--- src/pefg_map.vh ---
// Purpose: shared constants for the port E/F/G override multiplexer
// Assumes: included by pefg_override_mux.v and pefg_pin_slice.v
// Notes: pin index positions within each port and register reset values
// Functional notes
// - serial 0 receiver enabled forces port E bit 0 to input
// - forced E0 input keeps pull-up when data bit one and pull-ups allowed
// - timer3 compare C/B drive E5/E4; interrupt enables force E7..E4 input on
// - serial 0 transmitter: E1 pull-up off, output, value from transmit data
// - E2 driven by external clock in sync mode; E3 by timer3 compare B
// - legacy compatibility mode makes every port F pin input only, except F6 while the test port shifts
// - test port pull-ups on data in, mode select, clock stay on, even in reset
// - test port enabled: F7..F4 overridden, pull-up on (off on F6), input, digital input off
// - test data out drives only in shift states, floats otherwise
// - F3..F0 carry no override outside legacy mode; analog inputs only
// - legacy mode: port G only alternate functions; idle pins parked as inputs, digital input on
// - timer 0 async: G4, G3 pull-up off, input, digital input off
// - memory interface: G2, G1 pull-up off, output, latch and read strobes
// - memory interface: G0 pull-up off, output, write strobe
`ifndef PEFG_MAP_VH
`define PEFG_MAP_VH

`define PEFG_E_WIDTH 8
`define PEFG_F_WIDTH 8
`define PEFG_G_WIDTH 5

`define PEFG_E_RX_BIT 0
`define PEFG_E_TX_BIT 1
`define PEFG_E_XCK_BIT 2
`define PEFG_E_OCA_BIT 3
`define PEFG_E_OCB_BIT 4
`define PEFG_E_OCC_BIT 5
`define PEFG_E_IRQ6_BIT 6
`define PEFG_E_IRQ7_BIT 7

`define PEFG_F_TCK_BIT 4
`define PEFG_F_TMS_BIT 5
`define PEFG_F_TDO_BIT 6
`define PEFG_F_TDI_BIT 7

`define PEFG_G_WR_BIT 0
`define PEFG_G_RD_BIT 1
`define PEFG_G_ALE_BIT 2
`define PEFG_G_OSCB_BIT 3
`define PEFG_G_OSCA_BIT 4

`define PEFG_E_PULLUP_RST 8'h00
`define PEFG_F_PULLUP_RST 8'hB0
`define PEFG_G_PULLUP_RST 5'h00

`endif

--- src/pefg_pin_slice.v ---
// Purpose: one port's override merge with registered pin controls
// Assumes: override vectors and register bits come from core_clk logic
// Notes: pin levels are synchronised before the input enable gates them
`timescale 1ns/1ps
`include "pefg_map.vh"

module pefg_pin_slice #(
  parameter W = 8,
  parameter [W-1:0] PULLUP_RST = {W{1'b0}}
) (
  input wire core_clk,
  input wire rst,
  input wire [W-1:0] port_data,
  input wire [W-1:0] port_direction,
  input wire global_pullup_disable,
  input wire [W-1:0] pullup_override_en,
  input wire [W-1:0] pullup_override_val,
  input wire [W-1:0] direction_override_en,
  input wire [W-1:0] direction_override_val,
  input wire [W-1:0] value_override_en,
  input wire [W-1:0] value_override_val,
  input wire [W-1:0] input_enable_override_en,
  input wire [W-1:0] input_enable_override_val,
  input wire [W-1:0] pin_in,
  output reg [W-1:0] pullup_on_reg,
  output reg [W-1:0] drive_oe_n_reg,
  output reg [W-1:0] drive_val_reg,
  output reg [W-1:0] din_reg
);

  reg [W-1:0] sync1_reg;
  reg [W-1:0] sync2_reg;
  reg [W-1:0] pullup_next;
  reg [W-1:0] dir_next;
  reg [W-1:0] val_next;
  reg [W-1:0] die_next;

  // plain pull-up: data bit one on an input, unless pull-ups are disabled globally
  always @* begin
    pullup_next = (pullup_override_en & pullup_override_val) |
                  (~pullup_override_en & port_data & ~port_direction &
                   {W{~global_pullup_disable}});
    dir_next = (direction_override_en & direction_override_val) |
               (~direction_override_en & port_direction);
    val_next = (value_override_en & value_override_val) |
               (~value_override_en & port_data);
    die_next = (input_enable_override_en & input_enable_override_val) |
               ~input_enable_override_en;
  end

  always @(posedge core_clk or posedge rst) begin
    if (rst) begin
      sync1_reg <= {W{1'b0}};
      sync2_reg <= {W{1'b0}};
      pullup_on_reg <= PULLUP_RST;
      drive_oe_n_reg <= {W{1'b1}};
      drive_val_reg <= {W{1'b0}};
      din_reg <= {W{1'b0}};
    end else begin
      sync1_reg <= pin_in;
      sync2_reg <= sync1_reg;
      pullup_on_reg <= pullup_next;
      drive_oe_n_reg <= ~dir_next;
      drive_val_reg <= val_next;
      din_reg <= sync2_reg & die_next;
    end
  end

endmodule

--- src/pefg_override_mux.v ---
// Purpose: alternate-function override merge for ports E, F and G
// Assumes: peripheral controls arrive on core_clk; pin levels are asynchronous
// Notes: every pin control is registered, so overrides act one edge late
`timescale 1ns/1ps
`include "pefg_map.vh"

module pefg_override_mux (
  input wire core_clk,
  input wire rst,
  input wire global_pullup_disable,
  input wire legacy_compat_mode,
  input wire [7:0] port_e_data,
  input wire [7:0] port_e_direction,
  input wire [7:0] port_f_data,
  input wire [7:0] port_f_direction,
  input wire [4:0] port_g_data,
  input wire [4:0] port_g_direction,
  input wire serial0_rx_enable,
  input wire serial0_tx_enable,
  input wire serial0_tx_out,
  input wire serial0_sync_select,
  input wire serial0_ext_clock,
  input wire timer3_compare_b_en,
  input wire timer3_compare_b_out,
  input wire timer3_compare_c_en,
  input wire timer3_compare_c_out,
  input wire ext_irq_line_4_en,
  input wire ext_irq_line_5_en,
  input wire ext_irq_line_6_en,
  input wire ext_irq_line_7_en,
  input wire test_port_enable,
  input wire tap_shift_instr_state,
  input wire tap_shift_data_state,
  input wire test_data_out,
  input wire timer0_async_select,
  input wire ext_memory_enable,
  input wire ext_mem_latch_strobe,
  input wire ext_mem_read_strobe,
  input wire ext_mem_write_strobe,
  input wire [7:0] pin_e_in,
  input wire [7:0] pin_f_in,
  input wire [4:0] pin_g_in,
  output wire [7:0] pin_e_pullup,
  output wire [7:0] pin_e_oe_n,
  output wire [7:0] pin_e_out,
  output wire [7:0] port_e_din,
  output wire [7:0] pin_f_pullup,
  output wire [7:0] pin_f_oe_n,
  output wire [7:0] pin_f_out,
  output wire [7:0] port_f_din,
  output wire [4:0] pin_g_pullup,
  output wire [4:0] pin_g_oe_n,
  output wire [4:0] pin_g_out,
  output wire [4:0] port_g_din
);

  reg [7:0] e_pullup_override_en;
  reg [7:0] e_pullup_override_val;
  reg [7:0] e_direction_override_en;
  reg [7:0] e_direction_override_val;
  reg [7:0] e_value_override_en;
  reg [7:0] e_value_override_val;
  reg [7:0] e_input_enable_override_en;
  reg [7:0] e_input_enable_override_val;

  reg [7:0] f_pullup_override_en;
  reg [7:0] f_pullup_override_val;
  reg [7:0] f_direction_override_en;
  reg [7:0] f_direction_override_val;
  reg [7:0] f_value_override_en;
  reg [7:0] f_value_override_val;
  reg [7:0] f_input_enable_override_en;
  reg [7:0] f_input_enable_override_val;

  reg [4:0] g_pullup_override_en;
  reg [4:0] g_pullup_override_val;
  reg [4:0] g_direction_override_en;
  reg [4:0] g_direction_override_val;
  reg [4:0] g_value_override_en;
  reg [4:0] g_value_override_val;
  reg [4:0] g_input_enable_override_en;
  reg [4:0] g_input_enable_override_val;
  reg [4:0] g_alt_active;

  wire tap_shifting;

  // either shift state lets the test data out pin drive
  assign tap_shifting = tap_shift_instr_state | tap_shift_data_state;

  // legacy parking clears the direction and value bits of a pin whose alternate function is idle
  function [4:0] pefg_park;
    input [4:0] vec;
    input [4:0] keep;
    begin
      pefg_park = vec & keep;
    end
  endfunction

  // port E overrides
  always @* begin
    e_pullup_override_en = 8'h00;
    e_pullup_override_val = 8'h00;
    e_direction_override_en = 8'h00;
    e_direction_override_val = 8'h00;
    e_value_override_en = 8'h00;
    e_value_override_val = 8'h00;
    e_input_enable_override_en = 8'h00;
    e_input_enable_override_val = 8'h00;
    // receive pin: input regardless of direction bit
    e_pullup_override_en[`PEFG_E_RX_BIT] = serial0_rx_enable;
    e_pullup_override_val[`PEFG_E_RX_BIT] = port_e_data[`PEFG_E_RX_BIT] & ~global_pullup_disable;
    e_direction_override_en[`PEFG_E_RX_BIT] = serial0_rx_enable;
    e_direction_override_val[`PEFG_E_RX_BIT] = 1'b0;

    // transmit pin
    e_pullup_override_en[`PEFG_E_TX_BIT] = serial0_tx_enable;
    e_pullup_override_val[`PEFG_E_TX_BIT] = 1'b0;
    e_direction_override_en[`PEFG_E_TX_BIT] = serial0_tx_enable;
    e_direction_override_val[`PEFG_E_TX_BIT] = 1'b1;
    e_value_override_en[`PEFG_E_TX_BIT] = serial0_tx_enable;
    e_value_override_val[`PEFG_E_TX_BIT] = serial0_tx_out;

    // clock pin direction stays with the direction bit, so the clock may be an input
    e_value_override_en[`PEFG_E_XCK_BIT] = serial0_sync_select;
    e_value_override_val[`PEFG_E_XCK_BIT] = serial0_ext_clock;
    // pin E3 follows compare B; no compare A input reaches this block
    e_value_override_en[`PEFG_E_OCA_BIT] = timer3_compare_b_en;
    e_value_override_val[`PEFG_E_OCA_BIT] = timer3_compare_b_out;

    // compare outputs still need the direction bit set by software
    e_value_override_en[`PEFG_E_OCB_BIT] = timer3_compare_b_en;
    e_value_override_val[`PEFG_E_OCB_BIT] = timer3_compare_b_out;
    e_value_override_en[`PEFG_E_OCC_BIT] = timer3_compare_c_en;
    e_value_override_val[`PEFG_E_OCC_BIT] = timer3_compare_c_out;

    // interrupt lines must sample even when input enable would be off
    e_input_enable_override_en[`PEFG_E_OCB_BIT] = ext_irq_line_4_en;
    e_input_enable_override_val[`PEFG_E_OCB_BIT] = 1'b1;
    e_input_enable_override_en[`PEFG_E_OCC_BIT] = ext_irq_line_5_en;
    e_input_enable_override_val[`PEFG_E_OCC_BIT] = 1'b1;
    e_input_enable_override_en[`PEFG_E_IRQ6_BIT] = ext_irq_line_6_en;
    e_input_enable_override_val[`PEFG_E_IRQ6_BIT] = 1'b1;
    e_input_enable_override_en[`PEFG_E_IRQ7_BIT] = ext_irq_line_7_en;
    e_input_enable_override_val[`PEFG_E_IRQ7_BIT] = 1'b1;
  end

  // port F overrides; bits 3..0 carry none outside legacy mode
  always @* begin
    f_pullup_override_en = 8'h00;
    f_pullup_override_val = 8'h00;
    f_direction_override_en = 8'h00;
    f_direction_override_val = 8'h00;
    f_value_override_en = 8'h00;
    f_value_override_val = 8'h00;
    f_input_enable_override_en = 8'h00;
    f_input_enable_override_val = 8'h00;

    // legacy input-only goes first so the test port can still claim F7..F4
    if (legacy_compat_mode) begin
      // pull-up and input enable keep their ordinary behaviour
      f_direction_override_en = 8'hFF;
      f_direction_override_val = 8'h00;
    end

    if (test_port_enable) begin
      f_pullup_override_en[7:4] = 4'hF;
      f_pullup_override_val[`PEFG_F_TDI_BIT] = 1'b1;
      f_pullup_override_val[`PEFG_F_TMS_BIT] = 1'b1;
      f_pullup_override_val[`PEFG_F_TCK_BIT] = 1'b1;
      f_pullup_override_val[`PEFG_F_TDO_BIT] = 1'b0;
      f_direction_override_en[7:4] = 4'hF;
      f_direction_override_val[`PEFG_F_TDO_BIT] = tap_shifting;
      f_value_override_en[`PEFG_F_TDO_BIT] = 1'b1;
      f_value_override_val[`PEFG_F_TDO_BIT] = test_data_out;
      f_input_enable_override_en[7:4] = 4'hF;
      f_input_enable_override_val[7:4] = 4'h0;
    end
  end

  // port G overrides
  always @* begin
    g_pullup_override_en = 5'h00;
    g_pullup_override_val = 5'h00;
    g_direction_override_en = 5'h00;
    g_direction_override_val = 5'h00;
    g_value_override_en = 5'h00;
    g_value_override_val = 5'h00;
    g_input_enable_override_en = 5'h00;
    g_input_enable_override_val = 5'h00;
    // oscillator pins: digital input off keeps the crystal free of a logic load
    if (timer0_async_select) begin
      g_pullup_override_en[`PEFG_G_OSCA_BIT] = 1'b1;
      g_pullup_override_en[`PEFG_G_OSCB_BIT] = 1'b1;
      g_direction_override_en[`PEFG_G_OSCA_BIT] = 1'b1;
      g_direction_override_en[`PEFG_G_OSCB_BIT] = 1'b1;
      g_input_enable_override_en[`PEFG_G_OSCA_BIT] = 1'b1;
      g_input_enable_override_en[`PEFG_G_OSCB_BIT] = 1'b1;
    end

    // memory strobes may share the port with the oscillator pins
    if (ext_memory_enable) begin
      g_pullup_override_en[`PEFG_G_ALE_BIT] = 1'b1;
      g_pullup_override_en[`PEFG_G_RD_BIT] = 1'b1;
      g_direction_override_en[`PEFG_G_ALE_BIT] = 1'b1;
      g_direction_override_en[`PEFG_G_RD_BIT] = 1'b1;
      g_direction_override_val[`PEFG_G_ALE_BIT] = 1'b1;
      g_direction_override_val[`PEFG_G_RD_BIT] = 1'b1;
      g_value_override_en[`PEFG_G_ALE_BIT] = 1'b1;
      g_value_override_en[`PEFG_G_RD_BIT] = 1'b1;
      g_value_override_val[`PEFG_G_ALE_BIT] = ext_mem_latch_strobe;
      g_value_override_val[`PEFG_G_RD_BIT] = ext_mem_read_strobe;
      g_pullup_override_en[`PEFG_G_WR_BIT] = 1'b1;
      g_direction_override_en[`PEFG_G_WR_BIT] = 1'b1;
      g_direction_override_val[`PEFG_G_WR_BIT] = 1'b1;
      g_value_override_en[`PEFG_G_WR_BIT] = 1'b1;
      g_value_override_val[`PEFG_G_WR_BIT] = ext_mem_write_strobe;
    end

    // legacy: a pin with no alternate active is parked as an input, digital input on
    g_alt_active = g_direction_override_en;
    if (legacy_compat_mode) begin
      g_pullup_override_en = 5'h1F;
      g_direction_override_en = 5'h1F;
      g_value_override_en = 5'h1F;
      g_input_enable_override_en = g_input_enable_override_en | ~g_alt_active;
      g_input_enable_override_val = g_input_enable_override_val | ~g_alt_active;
      g_direction_override_val = pefg_park(g_direction_override_val, g_alt_active);
      g_value_override_val = pefg_park(g_value_override_val, g_alt_active);
    end
  end

  // one slice per port; pad levels are synchronised inside each slice
  pefg_pin_slice #(
    .W(`PEFG_E_WIDTH),
    .PULLUP_RST(`PEFG_E_PULLUP_RST)
  ) u_port_e (
    .core_clk(core_clk),
    .rst(rst),
    .port_data(port_e_data),
    .port_direction(port_e_direction),
    .global_pullup_disable(global_pullup_disable),
    .pullup_override_en(e_pullup_override_en),
    .pullup_override_val(e_pullup_override_val),
    .direction_override_en(e_direction_override_en),
    .direction_override_val(e_direction_override_val),
    .value_override_en(e_value_override_en),
    .value_override_val(e_value_override_val),
    .input_enable_override_en(e_input_enable_override_en),
    .input_enable_override_val(e_input_enable_override_val),
    .pin_in(pin_e_in),
    .pullup_on_reg(pin_e_pullup),
    .drive_oe_n_reg(pin_e_oe_n),
    .drive_val_reg(pin_e_out),
    .din_reg(port_e_din)
  );

  // port F resets with the test pull-ups on so they hold through reset
  pefg_pin_slice #(
    .W(`PEFG_F_WIDTH),
    .PULLUP_RST(`PEFG_F_PULLUP_RST)
  ) u_port_f (
    .core_clk(core_clk),
    .rst(rst),
    .port_data(port_f_data),
    .port_direction(port_f_direction),
    .global_pullup_disable(global_pullup_disable),
    .pullup_override_en(f_pullup_override_en),
    .pullup_override_val(f_pullup_override_val),
    .direction_override_en(f_direction_override_en),
    .direction_override_val(f_direction_override_val),
    .value_override_en(f_value_override_en),
    .value_override_val(f_value_override_val),
    .input_enable_override_en(f_input_enable_override_en),
    .input_enable_override_val(f_input_enable_override_val),
    .pin_in(pin_f_in),
    .pullup_on_reg(pin_f_pullup),
    .drive_oe_n_reg(pin_f_oe_n),
    .drive_val_reg(pin_f_out),
    .din_reg(port_f_din)
  );

  pefg_pin_slice #(
    .W(`PEFG_G_WIDTH),
    .PULLUP_RST(`PEFG_G_PULLUP_RST)
  ) u_port_g (
    .core_clk(core_clk),
    .rst(rst),
    .port_data(port_g_data),
    .port_direction(port_g_direction),
    .global_pullup_disable(global_pullup_disable),
    .pullup_override_en(g_pullup_override_en),
    .pullup_override_val(g_pullup_override_val),
    .direction_override_en(g_direction_override_en),
    .direction_override_val(g_direction_override_val),
    .value_override_en(g_value_override_en),
    .value_override_val(g_value_override_val),
    .input_enable_override_en(g_input_enable_override_en),
    .input_enable_override_val(g_input_enable_override_val),
    .pin_in(pin_g_in),
    .pullup_on_reg(pin_g_pullup),
    .drive_oe_n_reg(pin_g_oe_n),
    .drive_val_reg(pin_g_out),
    .din_reg(port_g_din)
  );

endmodule

--- config.mk ---
export PLATFORM = sky130hd
export DESIGN_NAME = pefg_override_mux
export DESIGN_NICKNAME = d
export VERILOG_FILES = /design/src/pefg_pin_slice.v /design/src/pefg_override_mux.v
export VERILOG_INCLUDE_DIRS = /design/src
export SDC_FILE = /design/constraint.sdc
export NUM_CORES = 1
export LEC_CHECK = 0
export BUFFER_PORTS_ARGS = -buffer_cell sky130_fd_sc_hd__buf_4
export CAP_MARGIN = 20
export CORE_UTILIZATION = 43
export CTS_BUF_LIST = sky130_fd_sc_hd__clkbuf_2
export DETAILED_ROUTE_END_ITERATION = 16
export GPL_TIMING_DRIVEN = 0
export MAX_ROUTING_LAYER = met4
export PLACE_DENSITY_LB_ADDON = 0.08
export REMOVE_ABC_BUFFERS = 1
export SYNTH_ARGS = -nofsm -noshare
export SYNTH_HDL_FRONTEND = slang
export SYNTH_SLANG_ARGS = --single-unit
export TNS_END_PERCENT = 10
--- constraint.sdc ---
create_clock -name core_clk -period 3.9 [get_ports core_clk]
set_input_delay 0.39 -clock core_clk [delete_from_list [all_inputs] [get_ports core_clk]]
set_output_delay 0.39 -clock core_clk [all_outputs]
set_load 0.1 [all_outputs]
After elaboration in Yosys (flattened, before gate mapping)
Cells that the tools add are included.

Mux-type cells: 16. Bitwise logic cells: 58.

Operators with widths (count): 8-bit bitwise AND (13); 8-bit inverter (7); 8-bit OR (6); 5-bit bitwise AND (9); 5-bit two-way mux (6); 5-bit inverter (6); 5-bit OR (4); 4-bit two-way mux (3); 3-bit by 5-bit bitwise AND with 5-bit output (2); 8-bit by 7-bit bitwise AND with 8-bit output (1); 8-bit two-way mux (1); 2-bit inverter with 8-bit output (1); 6-bit inverter with 8-bit output (1); 7-bit inverter with 8-bit output (1); 2-bit by 8-bit OR with 8-bit output (1); 7-bit bitwise AND (1); 6-bit bitwise AND (1); 3-bit two-way mux (2); 1-bit two-way mux (3); 2-bit by 1-bit bitwise AND with 2-bit output (1); 2-bit two-way mux (1); 1-bit bitwise AND (1); 1-bit inverter (1); 1-bit OR (1).

Bits in registers: 126. Input port bits: 89. Output and inout bits: 84. Logic and storage cells: 92.

Logic depth before layout (Yosys ltp)
Gate-level depths: netlist (run 1).

Depth after elaboration: 7. Mapped depth: 3. Mapped depth without buffers: 2.

Hierarchy
A second synthesis (run 1) with hierarchy kept.

Cells, all modules: 312. Area, all modules: 4416.7 um2.

By module, submodules not included: pefg_pin_slice (u_port_f) (times used 1, cells each 114, area each 1671.6 um2, sequential area each 1214.9 um2); pefg_pin_slice (u_port_e) (times used 1, cells each 114, area each 1667.8 um2, sequential area each 1211.2 um2); pefg_pin_slice (u_port_g) (times used 1, cells each 71, area each 999.7 um2, sequential area each 757.0 um2); pefg_override_mux (times used 1, cells each 13, area each 77.6 um2, sequential area each 0.0 um2).

Least setup slack after synthesis (run 1)
OpenSTA, ideal clock, no wires.

Path type: reg-to-output. Start: reg u_port_e.drive_val_reg[0]. End: out pin_e_out[0]. Arrival time: 0.883 ns. Data required time: 3.510 ns. Slack: 2.627 ns. Cell stages (with the launch flop): 1. Path buffers: 0. Cell sequence: dfrtp_1.

RTL lines: start, declared (RTL line pefg_pin_slice.v:27) `output reg [W-1:0] drive_val_reg,`; start signal, assigned (RTL line pefg_pin_slice.v:57) `drive_val_reg <= {W{1'b0}};`; start signal, assigned (RTL line pefg_pin_slice.v:64) `drive_val_reg <= val_next;`; end, declared (RTL line pefg_override_mux.v:45) `output wire [7:0] pin_e_out,`.

No word-level cell between the ends.

Final worst setup path (run 1)
Start: reg u_port_e.drive_oe_n_reg[0]. End: out pin_e_oe_n[0].

RTL lines: start, declared (RTL line pefg_pin_slice.v:26) `output reg [W-1:0] drive_oe_n_reg,`; start signal, assigned (RTL line pefg_pin_slice.v:56) `drive_oe_n_reg <= {W{1'b1}};`; start signal, assigned (RTL line pefg_pin_slice.v:63) `drive_oe_n_reg <= ~dir_next;`; end, declared (RTL line pefg_override_mux.v:44) `output wire [7:0] pin_e_oe_n,`.

No word-level cell between the ends.

==> results of run 1 <==
==> cell usage after synthesis (all sizes together) (3+ instances only) <==
library cell / number
nor3: 3
inv: 11
nor3b: 13
nor2: 6
nand2: 12
nor2b: 8
o21ai: 3
a22o: 3
mux2: 3
clkbuf: 3
dfrtp: 102
a21oi: 3
dfstp: 24
==> worst paths after layout <==
check	to	slack (ns)	depth (start not counted)
worst max-delay path	pin_e_oe_n[0]	2.04	1
worst min-delay path	u_port_e.pullup_on_reg[0]	0.11	3
worst max register to register	u_port_f.din_reg[7]	3.31	1
worst min register to register	u_port_e.din_reg[3]	0.35	0
max in group asynchronous	u_port_e.drive_oe_n_reg[6]	2.87	4
min in group asynchronous	u_port_g.sync1_reg[2]	0.24	3
==> what timing repair did <==
item	in CTS	in global routing
hold buffers	92	0
gates resized for setup	0	0
endpoints found under the hold margin	116	0
setup buffers	0	0
==> cells in the final DEF (no fill, tap or decap), types with 2 or more instances in the layout <==
cell,n
dlygate4sd3_1,92
clkbuf_2,17
clkinv_4,4
nor3_1,3
a21oi_1,3
clkinvlp_4,2
nor3b_1,10
mux2_2,3
nor2_1,6
inv_1,10
or2_2,2
buf_4,168
a22o_2,3
nor2b_1,8
nor4b_1,2
o21ai_0,3
dfrtp_1,102
nor3b_2,3
nand2_1,12
inv_6,5
dfstp_2,24
bufinv_16,4
nand2b_1,2
==> power groups by stage <==
stage                     Combinational, W  Sequential [W]  Clock, W
after floorplan                  0.0000459         0.00175         0
after global placement            0.000536         0.00142         0
after detailed placement          0.000544         0.00142         0
after CTS                         0.000618         0.00140  0.000968
after global routing              0.000646         0.00141   0.00103
final                             0.000619         0.00140  0.000942
==> per-layer routing <==
metal  part of all wire (%)  GRT usage (%)
met1                     38          24.09
met2                     53          35.87
met5                      0              -
met3                    7.1          7.568
met4                    1.3          8.333
==> metrics by stage <==
| stage | setup WS [ns] | cell area, um2 | hold WS (ns) | total power, W |
|---|---|---|---|---|
| finish | 2.036 | 6292 | 0.1074 | 0.002960 |
| global route | 1.903 | 6290 | 0.01489 | 0.003079 |
| CTS | 1.968 | 6290 | 0.03638 | 0.002985 |
| detailed placement | 2.675 | 5074 | 0.3347 | 0.001966 |
| global placement | -0.9954 | 5041 | 0.3312 | 0.001956 |
| floorplan | 0.1938 | 3649 | 0.3312 | 0.001796 |
==> cell families after synthesis <==
kind of cell / after synthesis / share of synthesized area (%)
flip-flops: 126 / 86.59
multiplexers: 3 / 0.9189
AO/OA/AOI/OAI: 11 / 2.076
buffers and inverters: 15 / 1.872
AND/OR/NAND/NOR: 51 / 8.543
==> final cells by class <==
class,count,area share (%)
Antenna cell,1,0.03977
Clock buffer,17,1.352
Clock inverter,15,3.341
Inverter,11,0.7357
Multi-Input combinational cell,65,6.741
Sequential cell,126,50.59
Tap cell,105,2.088
Timing Repair Buffer,261,35.12
==> run metrics, run 1 <==
CP startpoint kind=register; critical path arrival=1.47 ns; Setup Viol. Count Final=0; Root Buffer=clkbuf_2; clock slew at reported path FFs=0.22 ns; post-layout util=76.20%; CP endpoint kind=output port; cell-by-cell listing of the critical path=buf_4; TNS Setup=0 ns; Synth warnings=0; Req. time, crit path=3.51 ns; Num CTS Buffers=17; Clk pwr share=31.8%; register area share after synthesis=86.59%; synth top area cells=dfrtp_1 69%, dfstp_2 17%, nor3b_1 2.0%; Final GP Congestion=0.7392; proportion of power drawn by combinational gates=20.9%; chip width=94.46 um; H-tree Lvls=4; number of global-route vias before repair=2781; Seq pwr share=47.3%; Top delay family on crit path=flip-flops; Fmax=536.4 MHz; CP startpoint=u_port_e.drive_oe_n_reg[0]; nets=571; DR vias/cell=4.434; Yosys top cell by area=dfrtp_1; first-pass detailed-route iteration total=4; hpwl dp=4.895 mm; syn avg cell area=17.84 um2; Iter 0 DRT Violations=117; slowest CP cell=dfstp_2; clock latency on the worst-skew pair=0.63 ns; wirelength, routed=8.780 mm; clock skew=0.02511 ns; Placement Rows=33; Slew Limit Headroom=70.19%; FF+latch area=0.003183 mm2; Synth top area share=69.43%; Die H=94.46 um; vias=2665; EDFF count, synth=0; net switching fraction of the power=32.32%; layout cells sized above 1=48.08%; final hold viol count=0; Fill cells=522; Synth Instances=206; CTS max path bufs=2; first-pass GRT wire length=13.47 mm; area of the multi-input gates=424.2 um2; post-route ant nets=0; area of the mapped netlist=0.003676 mm2; post-route non-filler standard cell count=601; crit-path max FO=1; max_cap viols=0; Starting Density=44.52%; slowest stage delay, CP=0.56 ns; total track usage=21.64%; Peak VDD IR=0.3633 mV; max-slew violations=0; DRC viols=0; Primary FF master, synth=dfrtp_1; Buffers on Ports=168; P_sw=0.0009567 W; P_leak=3.076 nW; P&R area growth vs syn=71.17%; ys async rst share=100.0%; status=finished, final reports clean; Worst Hold Launch=serial0_rx_enable; synth unique cells=25; pin count of the biggest net entering global routing=99; Worst Hold Class=in2reg; DIE AREA=0.008923 mm2; Wirelength per Cell=14.61 um; CTS tree=yes; CP bufs+invs=1; R2R Path Start=u_port_f.sync2_reg[7]; critical path type=reg2out; GRT overflow=0; I/O pins=173; Power Density=470.5 mW/mm2; Seq cells post-synth=126; core area=0.008258 mm2; dpl cells=476; antenna violations before repair=0; CTS sink cnt=126; Int Pwr=0.002004 W; worst slew pin tran=0.4472 ns; Tmin final=1.864 ns; unrepaired setup endpoints after global routing=no; crit share post-route=47.80%
No activity file was read; power rests on OpenSTA's default activity.
==> run 2: changes to the inputs <==
==> constraint.sdc (replaced) <==
create_clock -name core_clk -period 1.7 [get_ports core_clk]
set_input_delay 0.17 -clock core_clk [delete_from_list [all_inputs] [get_ports core_clk]]
set_output_delay 0.17 -clock core_clk [all_outputs]
set_load 0.1 [all_outputs]
==> run metrics, run 2 <==
syn avg cell area=17.84 um2; EDFF count, synth=0; Synth top area share=69.43%; Num CTS Buffers=17; Synth Instances=206; post-cts resize count=4; DP Area=0.005074 mm2; Starting Density=44.52%; synth unique cells=25; chip width=94.46 um; Synth warnings=0; CTS sink cnt=126; Primary FF master, synth=dfrtp_1; dpl cells=476; Synth top cells by count=102 x dfrtp_1, 24 x dfstp_2, 12 x nand2_1; most common cell in the netlist=dfrtp_1; register area share after synthesis=86.59%; Yosys top cell by area=dfrtp_1; Seq cells post-synth=126; Placement Rows=33; synth top area cells=dfrtp_1 69%, dfstp_2 17%, nor3b_1 2.0%; CTS max path bufs=2; Setup Fix Bufs, Post-CTS=0; I/O pins=173; ys async rst share=100.0%; Hold Buf Count CTS=102; hpwl dp=4.895 mm; status=stopped before the end; Die H=94.46 um; Final GP Congestion=0.7392; Root Buffer=clkbuf_2; Buffers on Ports=168; area of the mapped netlist=0.003676 mm2; H-tree Lvls=4; Err=[ERROR RSZ-0060] Max buffer count reached.; Stop stage=4_1_cts
[run 2: cell counts after synthesis]
No cell type changed its count.
[run 2: metrics by stage]
step                      worst slack (ns)  hold slack, ns
after detailed placement            0.6947          0.1555
after global placement              -2.975          0.2793
after floorplan                     -1.786          0.1962
[run 2: cells by family after synthesis]
logic type,count (synthesis),share of synthesized area [%]
AO/OA/AOI/OAI,11,2.076
buffers and inverters,15,1.872
flip-flops,126,86.59
multiplexers,3,0.9189
AND/OR/NAND/NOR,51,8.543
==> run 3: changes to the inputs <==
--- a/config.mk
+++ b/config.mk
@@ -8,12 +8,10 @@
 export LEC_CHECK = 0
 export BUFFER_PORTS_ARGS = -buffer_cell sky130_fd_sc_hd__buf_4
 export CAP_MARGIN = 20
-export CORE_UTILIZATION = 43
-export CTS_BUF_LIST = sky130_fd_sc_hd__clkbuf_2
+export CORE_UTILIZATION = 40
 export DETAILED_ROUTE_END_ITERATION = 16
 export GPL_TIMING_DRIVEN = 0
-export MAX_ROUTING_LAYER = met4
-export PLACE_DENSITY_LB_ADDON = 0.08
+export PLACE_DENSITY_LB_ADDON = 0.15
 export REMOVE_ABC_BUFFERS = 1
 export SYNTH_ARGS = -nofsm -noshare
 export SYNTH_HDL_FRONTEND = slang
==> constraint.sdc (replaced) <==
create_clock -name core_clk -period 2.2 [get_ports core_clk]
set_input_delay 0.22 -clock core_clk [delete_from_list [all_inputs] [get_ports core_clk]]
set_output_delay 0.22 -clock core_clk [all_outputs]
set_load 0.1 [all_outputs]
==> run metrics, run 3 (synthesis results as in run 1) <==
Worst Hold Launch=ext_memory_enable; Slew Limit Headroom=66.66%; DIE AREA=0.009578 mm2; hpwl dp=4.777 mm; flop2flop setup slack=1.61 ns; Root Buffer=clkbuf_8; CTS tree=yes; r2r endpoint=u_port_f.din_reg[7]; P&R area growth vs syn=80.80%; Wirelength per Cell=14.60 um; Buffers on Ports=168; Power Density=973.4 mW/mm2; core area=0.008806 mm2; crit share post-route=82.64%; pin count of the biggest net entering global routing=109; post-route non-filler standard cell count=606; vias=2634; CP endpoint kind=register; P_leak=3.212 nW; most frequent cells in the layout=168 x buf_4, 102 x dfrtp_1, 94 x dlygate4sd3_1; Hold Crit Depth=2; final hold viol count=0; R2R Path Start=u_port_f.sync2_reg[7]; worst slew pin tran=0.5002 ns; R2R depth=1; failing checks=design-rule violations; nets=573; dpl cells=479; clock latency on the worst-skew pair=0.50 ns; Tmin final=1.818 ns; max-slew violations=0; crit-path max FO=12; H-tree Lvls=4; first-pass detailed-route iteration total=10; chip width=97.87 um; Fmax=550.0 MHz; CTS sink cnt=126; CTS max path bufs=2; leading cell type in the layout, fill and taps excluded=buf_4; Setup Viol. Count Final=0; Worst Hold Class=in2reg; number of global-route vias before repair=3006; critical path type=in2reg; status=finished with violations; DRC viols=16; TNS Setup=0 ns; Final GP Congestion=0.7147; first-pass GRT wire length=14.31 mm; Iter 0 DRT Violations=79; critical path arrival=2.25 ns; Placement Rows=34; layout cells sized above 1=47.69%; I/O pins=173; unrepaired setup endpoints after global routing=no; antenna violations before repair=1; Num CTS Buffers=17; WHS Endpoint=u_port_g.drive_val_reg[2]; wirelength, routed=8.850 mm; CP startpoint kind=input port; Peak VDD IR=0.6294 mV; Starting Density=41.74%; max_cap viols=0; clock skew=0.004048 ns; Die H=97.87 um; Req. time, crit path=2.63 ns; Hold WS=0.04085 ns; GRT overflow=0; DR vias/cell=4.347; post-route ant nets=0; clock slew at reported path FFs=0.06 ns; total track usage=20.06%
-- run 3: critical path: stages --
cell,delay (ns)
dlygate4sd3_1,0.53
buf_4,0.18
o21ai_0,0.10
dlygate4sd3_1,0.57
o31a_1,0.10
dlygate4sd3_1,0.55
-- run 3: how the worst max path moves through the flow --
stage                     startpoint  slack [ns]                         end  cells after the start
5_1_grt        tap_shift_instr_state        0.30  u_port_f.drive_oe_n_reg[6]                      6
3_3_place_gp                     rst       -2.52   u_port_g.pullup_on_reg[2]                      2
6_report            test_port_enable        0.38  u_port_f.drive_oe_n_reg[6]                      6
3_5_place_dp   global_pullup_disable        1.14   u_port_g.pullup_on_reg[0]                      3
2_1_floorplan                    rst       -1.34         u_port_e.din_reg[0]                      1
4_1_cts             test_port_enable        0.43  u_port_f.drive_oe_n_reg[6]                      6
-- run 3: final cells by class --
cell class | count | area (um2)
clock buffer | 18 | 417.9
sequential | 126 | 3183
tap | 108 | 135.1
timing repair buffer | 263 | 2230
fill | 553 | 2160
multi-input combinational | 65 | 424.2
antenna | 1 | 2.502
inverter | 11 | 46.29
clock inverter | 14 | 207.7
-- run 3: layer usage --
layer / routed length, um / up-vias / GRT usage (%)
met1: 3207 / 1290 / 20.59
li1: - / 1218 / -
met3: 605 / 16 / 6.084
met5: 0 / - / 0
met4: 219 / 0 / 11.54
met2: 4818 / 110 / 36.13
-- run 3: power by group --
part / total, W / leakage [nW] / switching, W / internal [W]
Sequential: 0.00248 / 1.49 / 0.0000306 / 0.00245
Combinational: 0.00110 / 1.42 / 0.000762 / 0.000342
Clock: 0.00288 / 0.298 / 0.00102 / 0.00186
Total: 0.00647 / 3.21 / 0.00181 / 0.00465
-- run 3: timing repair --
action                    CTS  global route
hold buffers               94             0
setup buffers               0             0
hold endpoints to repair  108             0
gates resized for setup     0             0
-- run 3: stage by stage --
step,instance area (um2),util (%),total power [W],setup slack [ns]
CTS,6644,75.45,0.006539,0.4280
global route,6646,75.48,0.006692,0.3002
global placement,5045,57.29,0.003465,-2.523
detailed placement,5077,57.66,0.003484,1.142
finish,6646,75.48,0.006469,0.3819
floorplan,3649,-,0.003183,-1.336
